`config.mk`:
```
export PLATFORM = sky130hd
export DESIGN_NAME = pmx_port_mux
export DESIGN_NICKNAME = d
export VERILOG_FILES = /design/src/hw/pmx_pkg.sv /design/src/hw/pmx_port_mux.sv
export SDC_FILE = /design/constraint.sdc
export NUM_CORES = 1
export LEC_CHECK = 0
export ABC_AREA = 1
export BUFFER_PORTS_ARGS = -buffer_cell sky130_fd_sc_hd__buf_2
export CAP_MARGIN = 20
export CORE_ASPECT_RATIO = 0.6
export CORE_MARGIN = 5
export CORE_UTILIZATION = 35
export DETAILED_ROUTE_END_ITERATION = 6
export GPL_TIMING_DRIVEN = 0
export PLACE_DENSITY = 0.73
export REMOVE_ABC_BUFFERS = 1
export SETUP_SLACK_MARGIN = 0.1
export SLEW_MARGIN = 10
export SYNTH_ARGS = -nofsm -noshare
export SYNTH_HDL_FRONTEND = slang
export SYNTH_SLANG_ARGS = --single-unit
```
`constraint.sdc`:
```
create_clock -name MCLK -period 2 [get_ports MCLK]
set_input_delay 0 -clock MCLK [delete_from_list [all_inputs] [get_ports MCLK]]
set_output_delay 0 -clock MCLK [all_outputs]
set_load 0.03 [all_outputs]
```
`src/hw/pmx_pkg.sv`:
```
`default_nettype none
package pmx_pkg;
    // register indices; the byte address is four times the index
    localparam logic [7:0] IDX_A_DATA = 8'h0C;
    localparam logic [7:0] IDX_A_SEL2 = 8'h0D;
    localparam logic [7:0] IDX_A_DIR = 8'h0E;
    localparam logic [7:0] IDX_A_SEL = 8'h0F;
    localparam logic [7:0] IDX_B_DATA = 8'h10;
    localparam logic [7:0] IDX_B_SEL2 = 8'h11;
    localparam logic [7:0] IDX_B_DIR = 8'h12;
    localparam logic [7:0] IDX_B_SEL = 8'h20;
    localparam logic [7:0] IDX_ODE = 8'h21;
    localparam logic [3:0] LATCH_RST = 4'hF;
    localparam logic [3:0] CTRL_RST = 4'h0;
    localparam logic [2:0] ODE_RST = 3'h0;
    localparam logic [3:0] SEL2_A_MASK = 4'h3;
    localparam logic [3:0] SEL2_B_MASK = 4'hB;
    localparam int ODE_A0 = 0;
    localparam int ODE_A1 = 1;
    localparam int ODE_TX = 2;
    localparam int RX_PIN = 2;
    localparam int SHIFT_PIN = 3;
    typedef enum logic [2:0] {MODE_IN, MODE_OUT, MODE_CAP, MODE_TMR, MODE_SBUS,
                              MODE_ALT, MODE_RSV} pmx_mode_type;
    typedef struct packed {
        logic [3:0] dout;
        logic [3:0] oe;
        logic [3:0] pull;
    } pmx_pad_type;
endpackage : pmx_pkg
`default_nettype wire

```
`src/hw/pmx_port_mux.sv`:
```
`timescale 1ns/1ps
`default_nettype none
module pmx_port_mux (
    input wire logic MCLK,
    input wire logic RST,
    input wire logic PSEL,
    input wire logic PENABLE,
    input wire logic PWRITE,
    input wire logic [7:0] PADDR,
    input wire logic [31:0] PWDATA,
    output logic [31:0] PRDATA,
    output logic PREADY,
    output logic PSLVERR,
    input wire logic [3:0] PA_IN,
    output logic [3:0] PA_OUT,
    output logic [3:0] PA_OE,
    input wire logic [3:0] PB_IN,
    output logic [3:0] PB_OUT,
    output logic [3:0] PB_OE,
    output logic [3:0] PB_PULLUP,
    output logic EXT_IRQ_A,
    output logic EXT_IRQ_B,
    output logic TIMER_CAPTURE_IN_A,
    output logic TIMER_CAPTURE_IN_B,
    input wire logic TIMER_OUT_A,
    input wire logic TIMER_OUT_B,
    input wire logic SERIAL_BUS_DATA_OUT,
    input wire logic SERIAL_BUS_CLOCK_OUT,
    output logic SERIAL_BUS_DATA_IN,
    output logic SERIAL_BUS_CLOCK_IN,
    input wire logic SYSTEM_CLOCK_OUT,
    input wire logic SERIAL_TX_DATA,
    input wire logic SERIAL_SHIFT_CLOCK_OUT,
    output logic SERIAL_RX_DATA,
    output logic SERIAL_SHIFT_CLOCK_IN,
    output logic SERIAL_CLEAR_TO_SEND
);
    // byte address match for a register index
    function automatic logic is_reg(input logic [7:0] a, input logic [7:0] idx);
        is_reg = (a == {idx[5:0], 2'h0});
    endfunction : is_reg

    // port a decode on {second select, select, direction}
    function automatic pmx_pkg::pmx_mode_type a_mode(input logic [2:0] code, input int idx);
        case (code)
            3'h0: a_mode = pmx_pkg::MODE_IN;
            3'h1: a_mode = pmx_pkg::MODE_OUT;
            3'h2: a_mode = (idx < 2) ? pmx_pkg::MODE_CAP : pmx_pkg::MODE_RSV;
            3'h3: a_mode = (idx >= 2) ? pmx_pkg::MODE_TMR : pmx_pkg::MODE_RSV;
            3'h5: a_mode = (idx < 2) ? pmx_pkg::MODE_SBUS : pmx_pkg::MODE_RSV;
            default: a_mode = pmx_pkg::MODE_RSV;
        endcase
    endfunction : a_mode

    // port b decode on {second select, select, direction}
    function automatic pmx_pkg::pmx_mode_type b_mode(input logic [2:0] code, input int idx);
        case ({code[2], code[0]})
            2'h0: b_mode = pmx_pkg::MODE_IN;
            2'h1: b_mode = pmx_pkg::MODE_OUT;
            2'h3: b_mode = (code[1] && idx != pmx_pkg::RX_PIN) ? pmx_pkg::MODE_ALT
                                                               : pmx_pkg::MODE_RSV;
            default: b_mode = pmx_pkg::MODE_RSV;
        endcase
    endfunction : b_mode

    logic [3:0] latch_a;
    logic [3:0] sel2_a;
    logic [3:0] dir_a;
    logic [3:0] sel_a;
    logic [3:0] latch_b;
    logic [3:0] sel2_b;
    logic [3:0] dir_b;
    logic [3:0] sel_b;
    logic [2:0] open_drain_enable;
    logic [3:0] a_meta;
    logic [3:0] a_sync;
    logic [3:0] b_meta;
    logic [3:0] b_sync;
    logic wr;
    logic rd_setup;
    logic mapped;
    logic [31:0] next_rdata;
    pmx_pkg::pmx_mode_type mode_a [4];
    pmx_pkg::pmx_mode_type mode_b [4];
    pmx_pkg::pmx_pad_type next_a;
    pmx_pkg::pmx_pad_type next_b;
    logic [3:0] alt_a;
    logic [3:0] alt_b;
    logic [3:0] od_a;
    logic [3:0] od_b;

    // bus strobes; the slave never waits, so pready stays high
    assign wr = PSEL && PENABLE && PWRITE;
    assign rd_setup = PSEL && !PENABLE && !PWRITE;
    assign PREADY = 1'b1;
    assign PSLVERR = PSEL && PENABLE && !mapped;

    // pin inputs are asynchronous; meta flops feed only the sync flops
    always_ff @(posedge MCLK or posedge RST)
    begin
        if (RST)
        begin
            a_meta <= 4'h0;
            a_sync <= 4'h0;
            b_meta <= 4'h0;
            b_sync <= 4'h0;
        end
        else
        begin
            a_meta <= PA_IN;
            a_sync <= a_meta;
            b_meta <= PB_IN;
            b_sync <= b_meta;
        end
    end

    // output latches; only bits 3:0 exist
    always_ff @(posedge MCLK or posedge RST)
    begin
        if (RST)
        begin
            latch_a <= pmx_pkg::LATCH_RST;
            latch_b <= pmx_pkg::LATCH_RST;
        end
        else if (wr)
        begin
            if (is_reg(PADDR, pmx_pkg::IDX_A_DATA))
                latch_a <= PWDATA[3:0];
            if (is_reg(PADDR, pmx_pkg::IDX_B_DATA))
                latch_b <= PWDATA[3:0];
        end
    end

    // port a control; second select keeps only bits 1:0
    always_ff @(posedge MCLK or posedge RST)
    begin
        if (RST)
        begin
            dir_a <= pmx_pkg::CTRL_RST;
            sel_a <= pmx_pkg::CTRL_RST;
            sel2_a <= pmx_pkg::CTRL_RST;
        end
        else if (wr)
        begin
            if (is_reg(PADDR, pmx_pkg::IDX_A_DIR))
                dir_a <= PWDATA[3:0];
            if (is_reg(PADDR, pmx_pkg::IDX_A_SEL))
                sel_a <= PWDATA[3:0];
            if (is_reg(PADDR, pmx_pkg::IDX_A_SEL2))
                sel2_a <= PWDATA[3:0] & pmx_pkg::SEL2_A_MASK;
        end
    end

    // port b control and open-drain enables; bit 2 of second select absent
    always_ff @(posedge MCLK or posedge RST)
    begin
        if (RST)
        begin
            dir_b <= pmx_pkg::CTRL_RST;
            sel_b <= pmx_pkg::CTRL_RST;
            sel2_b <= pmx_pkg::CTRL_RST;
            open_drain_enable <= pmx_pkg::ODE_RST;
        end
        else if (wr)
        begin
            if (is_reg(PADDR, pmx_pkg::IDX_B_DIR))
                dir_b <= PWDATA[3:0];
            if (is_reg(PADDR, pmx_pkg::IDX_B_SEL))
                sel_b <= PWDATA[3:0];
            if (is_reg(PADDR, pmx_pkg::IDX_B_SEL2))
                sel2_b <= PWDATA[3:0] & pmx_pkg::SEL2_B_MASK;
            if (is_reg(PADDR, pmx_pkg::IDX_ODE))
                open_drain_enable <= PWDATA[2:0];
        end
    end

    // read mux; control registers are write-only and read as zero
    always_comb
    begin
        mapped = 1'b1;
        next_rdata = 32'h0000_0000;
        if (is_reg(PADDR, pmx_pkg::IDX_A_DATA))
            next_rdata = {28'h000_0000, a_sync};
        else if (is_reg(PADDR, pmx_pkg::IDX_B_DATA))
            next_rdata = {28'h000_0000, b_sync};
        else if (!(is_reg(PADDR, pmx_pkg::IDX_A_SEL2) || is_reg(PADDR, pmx_pkg::IDX_A_DIR)
                 || is_reg(PADDR, pmx_pkg::IDX_A_SEL) || is_reg(PADDR, pmx_pkg::IDX_B_SEL2)
                 || is_reg(PADDR, pmx_pkg::IDX_B_DIR) || is_reg(PADDR, pmx_pkg::IDX_B_SEL)
                 || is_reg(PADDR, pmx_pkg::IDX_ODE)))
            mapped = 1'b0;
    end

    // read data is captured in the setup cycle and held through access
    always_ff @(posedge MCLK or posedge RST)
    begin
        if (RST)
            PRDATA <= 32'h0000_0000;
        else if (rd_setup)
            PRDATA <= next_rdata;
    end

    // alternate sources and open-drain masks per pin
    assign alt_a = {TIMER_OUT_B, TIMER_OUT_A, SERIAL_BUS_CLOCK_OUT, SERIAL_BUS_DATA_OUT};
    assign alt_b = {SERIAL_SHIFT_CLOCK_OUT, 1'b0, SERIAL_TX_DATA, SYSTEM_CLOCK_OUT};
    assign od_a = {2'h0, open_drain_enable[pmx_pkg::ODE_A1], open_drain_enable[pmx_pkg::ODE_A0]};
    assign od_b = {2'h0, open_drain_enable[pmx_pkg::ODE_TX], 1'b0};

    // per-pin drive; open drain pulls low for a zero and floats for a one
    for (genvar i = 0; i < 4; i++)
    begin : g_pin
        logic va;
        logic vb;
        logic da;
        logic db;
        assign mode_a[i] = a_mode({sel2_a[i], sel_a[i], dir_a[i]}, i);
        assign mode_b[i] = b_mode({sel2_b[i], sel_b[i], dir_b[i]}, i);
        assign va = (mode_a[i] == pmx_pkg::MODE_OUT) ? latch_a[i] : alt_a[i];
        assign vb = (mode_b[i] == pmx_pkg::MODE_OUT) ? latch_b[i] : alt_b[i];
        assign da = (mode_a[i] == pmx_pkg::MODE_OUT) || (mode_a[i] == pmx_pkg::MODE_TMR)
                    || (mode_a[i] == pmx_pkg::MODE_SBUS);
        assign db = (mode_b[i] == pmx_pkg::MODE_OUT) || (mode_b[i] == pmx_pkg::MODE_ALT);
        assign next_a.oe[i] = da && (od_a[i] ? !va : 1'b1);
        assign next_a.dout[i] = va && !od_a[i];
        assign next_a.pull[i] = 1'b0;
        assign next_b.oe[i] = db && (od_b[i] ? !vb : 1'b1);
        assign next_b.dout[i] = vb && !od_b[i];
        assign next_b.pull[i] = !dir_b[i] && latch_b[i];
    end

    // pad outputs from flops; reset leaves every pin undriven
    always_ff @(posedge MCLK or posedge RST)
    begin
        if (RST)
        begin
            PA_OUT <= 4'h0;
            PA_OE <= 4'h0;
            PB_OUT <= 4'h0;
            PB_OE <= 4'h0;
            PB_PULLUP <= 4'hF;
        end
        else
        begin
            PA_OUT <= next_a.dout;
            PA_OE <= next_a.oe;
            PB_OUT <= next_b.dout;
            PB_OE <= next_b.oe;
            PB_PULLUP <= next_b.pull;
        end
    end

    // peripheral inputs; unselected ones idle, serial bus idles high, receive data always follows pin b2
    always_ff @(posedge MCLK or posedge RST)
    begin
        if (RST)
        begin
            EXT_IRQ_A <= 1'b0;
            EXT_IRQ_B <= 1'b0;
            TIMER_CAPTURE_IN_A <= 1'b0;
            TIMER_CAPTURE_IN_B <= 1'b0;
            SERIAL_BUS_DATA_IN <= 1'b1;
            SERIAL_BUS_CLOCK_IN <= 1'b1;
            SERIAL_RX_DATA <= 1'b1;
            SERIAL_SHIFT_CLOCK_IN <= 1'b0;
            SERIAL_CLEAR_TO_SEND <= 1'b0;
        end
        else
        begin
            EXT_IRQ_A <= (mode_a[0] == pmx_pkg::MODE_CAP) && a_sync[0];
            EXT_IRQ_B <= (mode_a[1] == pmx_pkg::MODE_CAP) && a_sync[1];
            TIMER_CAPTURE_IN_A <= (mode_a[0] == pmx_pkg::MODE_CAP) && a_sync[0];
            TIMER_CAPTURE_IN_B <= (mode_a[1] == pmx_pkg::MODE_CAP) && a_sync[1];
            SERIAL_BUS_DATA_IN <= (mode_a[0] != pmx_pkg::MODE_SBUS) || a_sync[0];
            SERIAL_BUS_CLOCK_IN <= (mode_a[1] != pmx_pkg::MODE_SBUS) || a_sync[1];
            SERIAL_RX_DATA <= b_sync[pmx_pkg::RX_PIN];
            SERIAL_SHIFT_CLOCK_IN <= (mode_b[pmx_pkg::SHIFT_PIN] == pmx_pkg::MODE_IN)
                                     && b_sync[pmx_pkg::SHIFT_PIN];
            SERIAL_CLEAR_TO_SEND <= (mode_b[pmx_pkg::SHIFT_PIN] == pmx_pkg::MODE_IN)
                                    && b_sync[pmx_pkg::SHIFT_PIN];
        end
    end

    // checks of the port behaviour
    AST_RST_STATE: assert property (@(posedge MCLK) $fell(RST) |->
        (latch_a == 4'hF) && (latch_b == 4'hF) && (dir_a == 4'h0) && (sel2_b == 4'h0))
        else $error("reset state of latches or control wrong");
    AST_A_INPUT_NODRIVE: assert property (@(posedge MCLK) disable iff (RST)
        (dir_a == 4'h0) |=> (PA_OE == 4'h0))
        else $error("port a drives while all inputs");
    AST_A_NO_ALT: assert property (@(posedge MCLK) disable iff (RST)
        (sel_a == 4'h0) |=> !EXT_IRQ_A && !EXT_IRQ_B && !TIMER_CAPTURE_IN_B)
        else $error("port a alternate input without select");
    AST_A_OD: assert property (@(posedge MCLK) disable iff (RST)
        open_drain_enable[0] && (mode_a[0] == pmx_pkg::MODE_OUT) |=> !PA_OUT[0] && (PA_OE[0] == !$past(latch_a[0])))
        else $error("port a pin 0 open drain wrong");
    AST_A_TMR: assert property (@(posedge MCLK) disable iff (RST)
        (mode_a[3] == pmx_pkg::MODE_TMR) |=> PA_OE[3] && (PA_OUT[3] == $past(TIMER_OUT_B)))
        else $error("timer output not on pin 3");
    AST_A_READ: assert property (@(posedge MCLK) disable iff (RST)
        rd_setup && is_reg(PADDR, pmx_pkg::IDX_A_DATA) |=> (PRDATA == {28'h000_0000, $past(a_sync)}))
        else $error("port a read not pin levels");
    AST_WO_ZERO: assert property (@(posedge MCLK) disable iff (RST)
        rd_setup && is_reg(PADDR, pmx_pkg::IDX_B_DIR) |=> (PRDATA == 32'h0000_0000))
        else $error("write-only register read nonzero");
    AST_UPPER_ZERO: assert property (@(posedge MCLK) disable iff (RST)
        rd_setup |=> (PRDATA[31:4] == 28'h000_0000))
        else $error("upper read bits nonzero");
    AST_B_PULL: assert property (@(posedge MCLK) disable iff (RST)
        !dir_b[0] |=> (PB_PULLUP[0] == $past(latch_b[0])) && !PB_OE[0])
        else $error("pull-up not from latch in input mode");
    AST_B_TX_OD: assert property (@(posedge MCLK) disable iff (RST)
        open_drain_enable[2] && (mode_b[1] == pmx_pkg::MODE_ALT) |=> !PB_OUT[1] && (PB_OE[1] == !$past(SERIAL_TX_DATA)))
        else $error("tx open drain wrong");
    AST_B_RX: assert property (@(posedge MCLK) disable iff (RST)
        ##1 1'b1 |-> SERIAL_RX_DATA == $past(PB_IN[2], 3))
        else $error("receive input not from pin 2");
    AST_B_SEL2_BIT2: assert property (@(posedge MCLK) disable iff (RST)
        !sel2_b[2] && !sel2_a[2])
        else $error("absent second select bit set");
    COV_SBUS: cover property (@(posedge MCLK) disable iff (RST) mode_a[0] == pmx_pkg::MODE_SBUS);
    COV_TX: cover property (@(posedge MCLK) disable iff (RST) mode_b[1] == pmx_pkg::MODE_ALT);
    COV_CAP: cover property (@(posedge MCLK) disable iff (RST) EXT_IRQ_B);
    COV_WR_LATCH: cover property (@(posedge MCLK) disable iff (RST)
        wr && is_reg(PADDR, pmx_pkg::IDX_B_DATA));
endmodule : pmx_port_mux
`default_nettype wire

```
==> metrics.cfg, run 1 <==
[status]
status = complete, no violations

[floorplanning]
placementRows = 26
ios = 123
die_h_um = 83.26
die_w_um = 132.1
die_area_mm2 = 0.01100
start_util_pct = 36.31
core-area_mm2 = 0.008621

[power]
vdd_drop_max_uv = 412.5
power_mw = 3.505
power.density_mw_per_mm2 = 882.5
p_leak_nw = 2.001

[synthesis]
synth_most_common_cell = nand2_1
synth-simple-area-share_pct = 17.03
synth_cells = 317
syn-mean-instance-area_um2 = 9.875
synth_edf_count = 0
yosys.area.top_type = dfrtp_1
synth_xor_area_share_pct = 0
syn-cell-area_mm2 = 0.003131
synthTopCellsByArea = dfrtp_1 (50%), dfstp_2 (13%), nand2_1 (8.8%)
ys_seq_area_share_pct = 62.15
synth_common_cells = nand2_1 (73), dfrtp_1 (62), inv_1 (34), o21ai_0 (34), buf_4 (32)
synth_cell_types = 23
postSynth.asyncResetShare_pct = 100.0
synth_top_area_share_pct = 49.56
synth-compound-area-share_pct = 8.473
yosys_warnings = 0
synth_top_family_by_area = simple AND/OR/NAND/NOR gates
synthFlopType = dfrtp_1
synth.area.mux_share_pct = 0
synth_fa_ha_area_share_pct = 0
synth-seq-cells = 77

[timing]
tns_ns = 0
finalSetupViolCount = 0
finalHoldViolCount = 0
drv_slew = 0
min_period_ns = 1.410
period_share_pct = 70.48
fmax_mhz = 709.4
finClkSkew_ns = 0.005535
worst_slack_ns = 0.5904
rsz0062_at_grt = no

[cts]
post-cts-setup-buffer-count = 0
post_cts_resized = 0
cts-root-buf = clkbuf_16
h-tree-depth = 3
cts_buffers = 9
clock-sinks = 77
clock_latency_ns = 0.34
hold_buffers = 20
cts_tree = built
cts.clk_slew.worst_paths_ns = 0.06
ctsLongestPathBuffers = 2

[critical_path]
worstPathRequired_ns = 2.28
r2r_slack_ns = 0.85
path_cells = dlygate4sd3_1 > buf_2 > nor3_1 > dlygate4sd3_1 > nand2_1 > nand2_1
crit_arrival_ns = 1.69
path_buf_inv = 3
cpPeakStageDelay_ns = 0.65
rr_endpoint = PA_OE[0]$_DFF_PP0_
cp_max_fo = 4
path_class = input pin to register
r2r_start = sel_a[0]$_DFFE_PP0P_
ff2ff_path_depth = 5
cp-start-kind = input pin
crit_path_end_kind = register
crit_slowest_cell = dlygate4sd3_1
path_delay_family = buffers and inverters

[final_layout]
num_antenna_cells = 0
nFillCells = 807
finish.net_count = 467
area_delta_synth_final_pct = 26.86
drive_above_1_share_pct = 27.43

[worst_hold_path]
hold_start = SERIAL_BUS_DATA_OUT
holdPathEnd = PA_OUT[0]$_DFF_PP0_
min_path_cells = 5
hp-class = input pin to register

[global_route]
grt_max_degree = 43
grt-ovfl-total = 0
antenna_found_initial = 0
grt_usage_pct = 12.60
grt_pass1_wl_um = 10980
grt_pass1_vias = 2260

[detailed_routing]
drtIter0Drc = 122
detail_route.wl_per_cell_um = 12.29
via_per_inst = 4.229
dr.pass1.iters = 4
ant_nets = 0
drc = 0
num_vias = 2216
wirelength_um = 6440

[place]
numPortBuffers = 65
dpl_worst_slack_ns = 0.8600
dpl.hpwl_um = 4739
gp_congestion = 0.8180

[run]
cap_violations = 0

[metrics by stage]
stage          area (µm²)  hold WS, ns  std cells  util (%)
5_1_grt              3971      0.05474        524     46.07
3_5_place_dp         3472      0.05596        488     40.28
6_report             3971      0.04134        524     46.07
3_3_place_gp         3450       0.1105        487     40.01
4_1_cts              3971      0.02855        524     46.07
2_1_floorplan        2984      0.03143        310         -
[cells by family (layout without fill, tap and decap cells)]
kind of cell / count (synthesis) / in the layout
AND/OR/NAND/NOR: 119 / 119
AO/OA/AOI/OAI: 50 / 50
buffers and inverters: 69 / 137
flip-flops: 77 / 77
other: 2 / 29
[worst max-delay path by stage]
stage               depth (start not counted)                  from                    end
floorplan                                   1                   RST     PA_OE[0]$_DFF_PP0_
global placement                            2                   RST    PA_OUT[0]$_DFF_PP0_
detailed placement                          5  sel_a[0]$_DFFE_PP0P_     PA_OE[0]$_DFF_PP0_
CTS                                         6               PENABLE  PRDATA[0]$_DFFE_PP0P_
global route                                6               PENABLE  PRDATA[2]$_DFFE_PP0P_
finish                                      6               PENABLE  PRDATA[0]$_DFFE_PP0P_
[cell usage in the layout, fill, tap and decap left out, types with 2 or more instances in the layout]
| master | n |
|---|---|
| inv_1 | 33 |
| dfstp_2 | 15 |
| o21ai_0 | 34 |
| clkbuf_16 | 9 |
| nor2_1 | 22 |
| clkinv_4 | 2 |
| nand2_2 | 6 |
| buf_2 | 65 |
| nor2_4 | 4 |
| dlygate4sd3_1 | 20 |
| o21ai_1 | 2 |
| conb_1 | 29 |
| a31oi_1 | 4 |
| nand2_1 | 73 |
| nor3_1 | 3 |
| dfrtp_1 | 62 |
| nand3_1 | 4 |
| a21oi_1 | 6 |
| o21a_1 | 4 |
| clkinv_2 | 2 |
| nor2_2 | 3 |
[layout make-up]
cell class                      instances  area, µm²  area share (%)
Sequential cell                        77       1946           48.99
Clock buffer                            9      225.2           5.671
Timing Repair Buffer                   86      545.5           13.74
Tap cell                              112      140.1           3.529
Multi-Input combinational cell        198      907.1           22.84
Inverter                               35      133.9           3.371
Clock inverter                          7      73.82           1.859
[metal layers]
metal | GRT usage (%) | routed length, µm | vias to the layer above
li1 | - | - | 1114
met1 | 15.38 | 3003 | 1038
met2 | 19.93 | 2941 | 54
met3 | 5.556 | 397 | 10
met4 | 4.295 | 97 | 0
met5 | 0 | 0 | -
[where the power goes]
part	switching, mW	internal (mW)	total, mW
Sequential	0.0164	1.60	1.62
Clock	0.638	0.969	1.61
Combinational	0.200	0.0810	0.281
Total	0.854	2.65	3.50
[worst min-delay path: cells and delay by family]
family	cells	cell delay, ns
buffers and inverters	2	0.14
AO/OA/AOI/OAI	1	0.09
AND/OR/NAND/NOR	2	0.11
No activity file was read; power rests on OpenSTA's default activity.
==> inputs of run 2 (changes only) <==
PLACE_DENSITY = 0.71   (was 0.73)
clock period = 1.48 ns   (was 2 ns; I/O delays follow)
==> metrics.cfg, run 2 (synthesized netlist as in run 1, its figures left out) <==
[cts]
clock-sinks = 77  ; unchanged
ctsLongestPathBuffers = 2  ; unchanged
cts.clk_slew.worst_paths_ns = 0.05  ; about the same
cts-root-buf = clkbuf_16
h-tree-depth = 3  ; unchanged
cts_tree = built
clock_latency_ns = 0.33  ; about the same
cts_buffers = 9  ; unchanged

[floorplanning]
die_area_mm2 = 0.01100  ; unchanged
ios = 123  ; unchanged
placementRows = 26  ; unchanged
core-area_mm2 = 0.008621  ; unchanged
die_w_um = 132.1  ; unchanged
start_util_pct = 36.31  ; unchanged
die_h_um = 83.26  ; unchanged

[run]
cap_violations = 0  ; unchanged

[power]
power_mw = 4.625  ; +32%
power_frac_seq_pct = 47.3  ; +1.1 points
swShare_pct = 23.35  ; -1.0 points
vdd_drop_max_uv = 641.4  ; +55%
power.density_mw_per_mm2 = 1161  ; +32%
internal-power_mw = 3.545  ; +34%
p_clk_share_pct = 44.5  ; -1.3 points
p_leak_nw = 1.999  ; about the same
combPwrFrac_pct = 8.2  ; +0.2 points
p_sw_mw = 1.080  ; +26%

[global_route]
grt_pass1_vias = 2229  ; -1.4%
grt-ovfl-total = 0  ; unchanged
grt_pass1_wl_um = 10780  ; -1.8%
grt_usage_pct = 12.20  ; -0.40 points
antenna_found_initial = 0  ; unchanged
grt_max_degree = 66  ; +53%

[critical_path]
cp_max_fo = 2  ; -2
rr_endpoint = PA_OE[0]$_DFF_PP0_
worstPathRequired_ns = 1.48  ; -0.80 ns
crit_arrival_ns = 1.23  ; -0.46 ns
cp-start-kind = input pin
r2r_start = sel_a[0]$_DFFE_PP0P_
r2r_slack_ns = 0.35  ; -0.50 ns
ff2ff_path_depth = 5  ; unchanged
path_class = input pin to primary output
crit_path_end_kind = primary output

[timing]
finalHoldViolCount = 0  ; unchanged
worst_slack_ns = 0.2528  ; -0.3376 ns
finalSetupViolCount = 0  ; unchanged
min_period_ns = 1.227
fmax_mhz = 814.8
drv_slew = 0  ; unchanged
finClkSkew_ns = 0.003335  ; -0.002199 ns
rsz0062_at_grt = no
period_share_pct = 82.92

[final_layout]
area_delta_synth_final_pct = 27.22
finish.net_count = 468  ; +0.21%
final_common_cell = nand2_1
fin_cells = 525  ; +0.19%
fin_area_mm2 = 0.003983  ; +0.28%
drive_above_1_share_pct = 27.60  ; +0.18 points
num_antenna_cells = 0  ; unchanged
final_cell_mix = nand2_1 (73), buf_2 (65), dfrtp_1 (62)
nFillCells = 789  ; -2.2%

[worst_hold_path]
min_path_cells = 5  ; unchanged
hold_start = PSEL
holdPathEnd = PRDATA[2]$_DFFE_PP0P_
hp-class = input pin to register

[detailed_routing]
detail_route.wl_per_cell_um = 11.78  ; -4.1%
drtIter0Drc = 105  ; -14%
drc = 0  ; unchanged
wirelength_um = 6187  ; -3.9%
via_per_inst = 4.248  ; +0.44%
dr.pass1.iters = 4  ; unchanged
ant_nets = 0  ; unchanged
num_vias = 2230  ; +0.63%

[status]
status = complete, no violations

[place]
gp_congestion = 0.8236  ; +0.68%
dpl.hpwl_um = 4573  ; -3.5%
dpl_worst_slack_ns = 0.3542  ; -0.5058 ns
numPortBuffers = 65  ; unchanged
dp_cells = 488  ; unchanged
placed_cell_area_mm2 = 0.003480  ; +0.22%

[run 2: worst max-delay path by stage]
stage	startpoint	to	slack, ns	cells past startpoint
floorplan	RST	PA_OE[0]$_DFF_PP0_	-0.46	1
global placement	RST	PA_OUT[0]$_DFF_PP0_	-1.27	2
detailed placement	sel_a[0]$_DFFE_PP0P_	PA_OE[0]$_DFF_PP0_	0.35	5
CTS	PENABLE	sel_a[2]$_DFFE_PP0P_	0.24	6
global route	PENABLE	sel2_b[3]$_DFFE_PP0P_	0.13	6
finish	PENABLE	PSLVERR	0.25	7
[run 2: layout make-up]
class                      count  area [µm²]  area share [%]
clock buffer                  13       270.3           6.786
clock inverter                 3       20.02          0.5027
inverter                      35       133.9           3.362
multi-input combinational    198       912.1           22.90
sequential                    77        1946           48.85
tap                          112       140.1           3.519
timing repair buffer          87       560.5           14.07
[run 2: critical path, cell delays in order]
cell and delay, ns:
dlygate4sd3_1 0.52, buf_2 0.12, nand2_1 0.10, nor2_1 0.12
nand3_1 0.09, nor2_1 0.08, buf_2 0.20
[run 2: power groups by stage]
stage	sequential, mW	clock (mW)	combinational [mW]
after floorplan	2.25	0	0.199
after global placement	2.22	0	0.327
after detailed placement	2.22	0	0.343
after CTS	2.19	2.13	0.385
after global routing	2.19	2.23	0.423
final	2.19	2.06	0.381
[run 2: layer usage]
layer / vias up / global-route usage (%) / routed length, µm
met5: - / 0 / 0
met4: 0 / 4.015 / 112
met3: 13 / 5.435 / 397
met2: 54 / 18.96 / 2874
met1: 1046 / 15.20 / 2802
li1: 1117 / - / -
[run 2: through the flow]
stage	hold WS [ns]	setup TNS [ns]	utilization (%)
floorplan	0.03143	-28.64	-
detailed placement	-0.07182	0	40.36
global placement	0.1100	-86.90	40.01
global route	0.06934	0	46.20
CTS	0.02903	0	46.05
finish	0.04978	0	46.20
[run 2: what timing repair did]
item | 4_1_cts | 5_1_grt
endpoints found under the setup margin | 0 | 6
buffers inserted | 0 | 1
hold endpoints to repair | 86 | 0
hold buffers | 20 | 0
resized for setup | 0 | 1
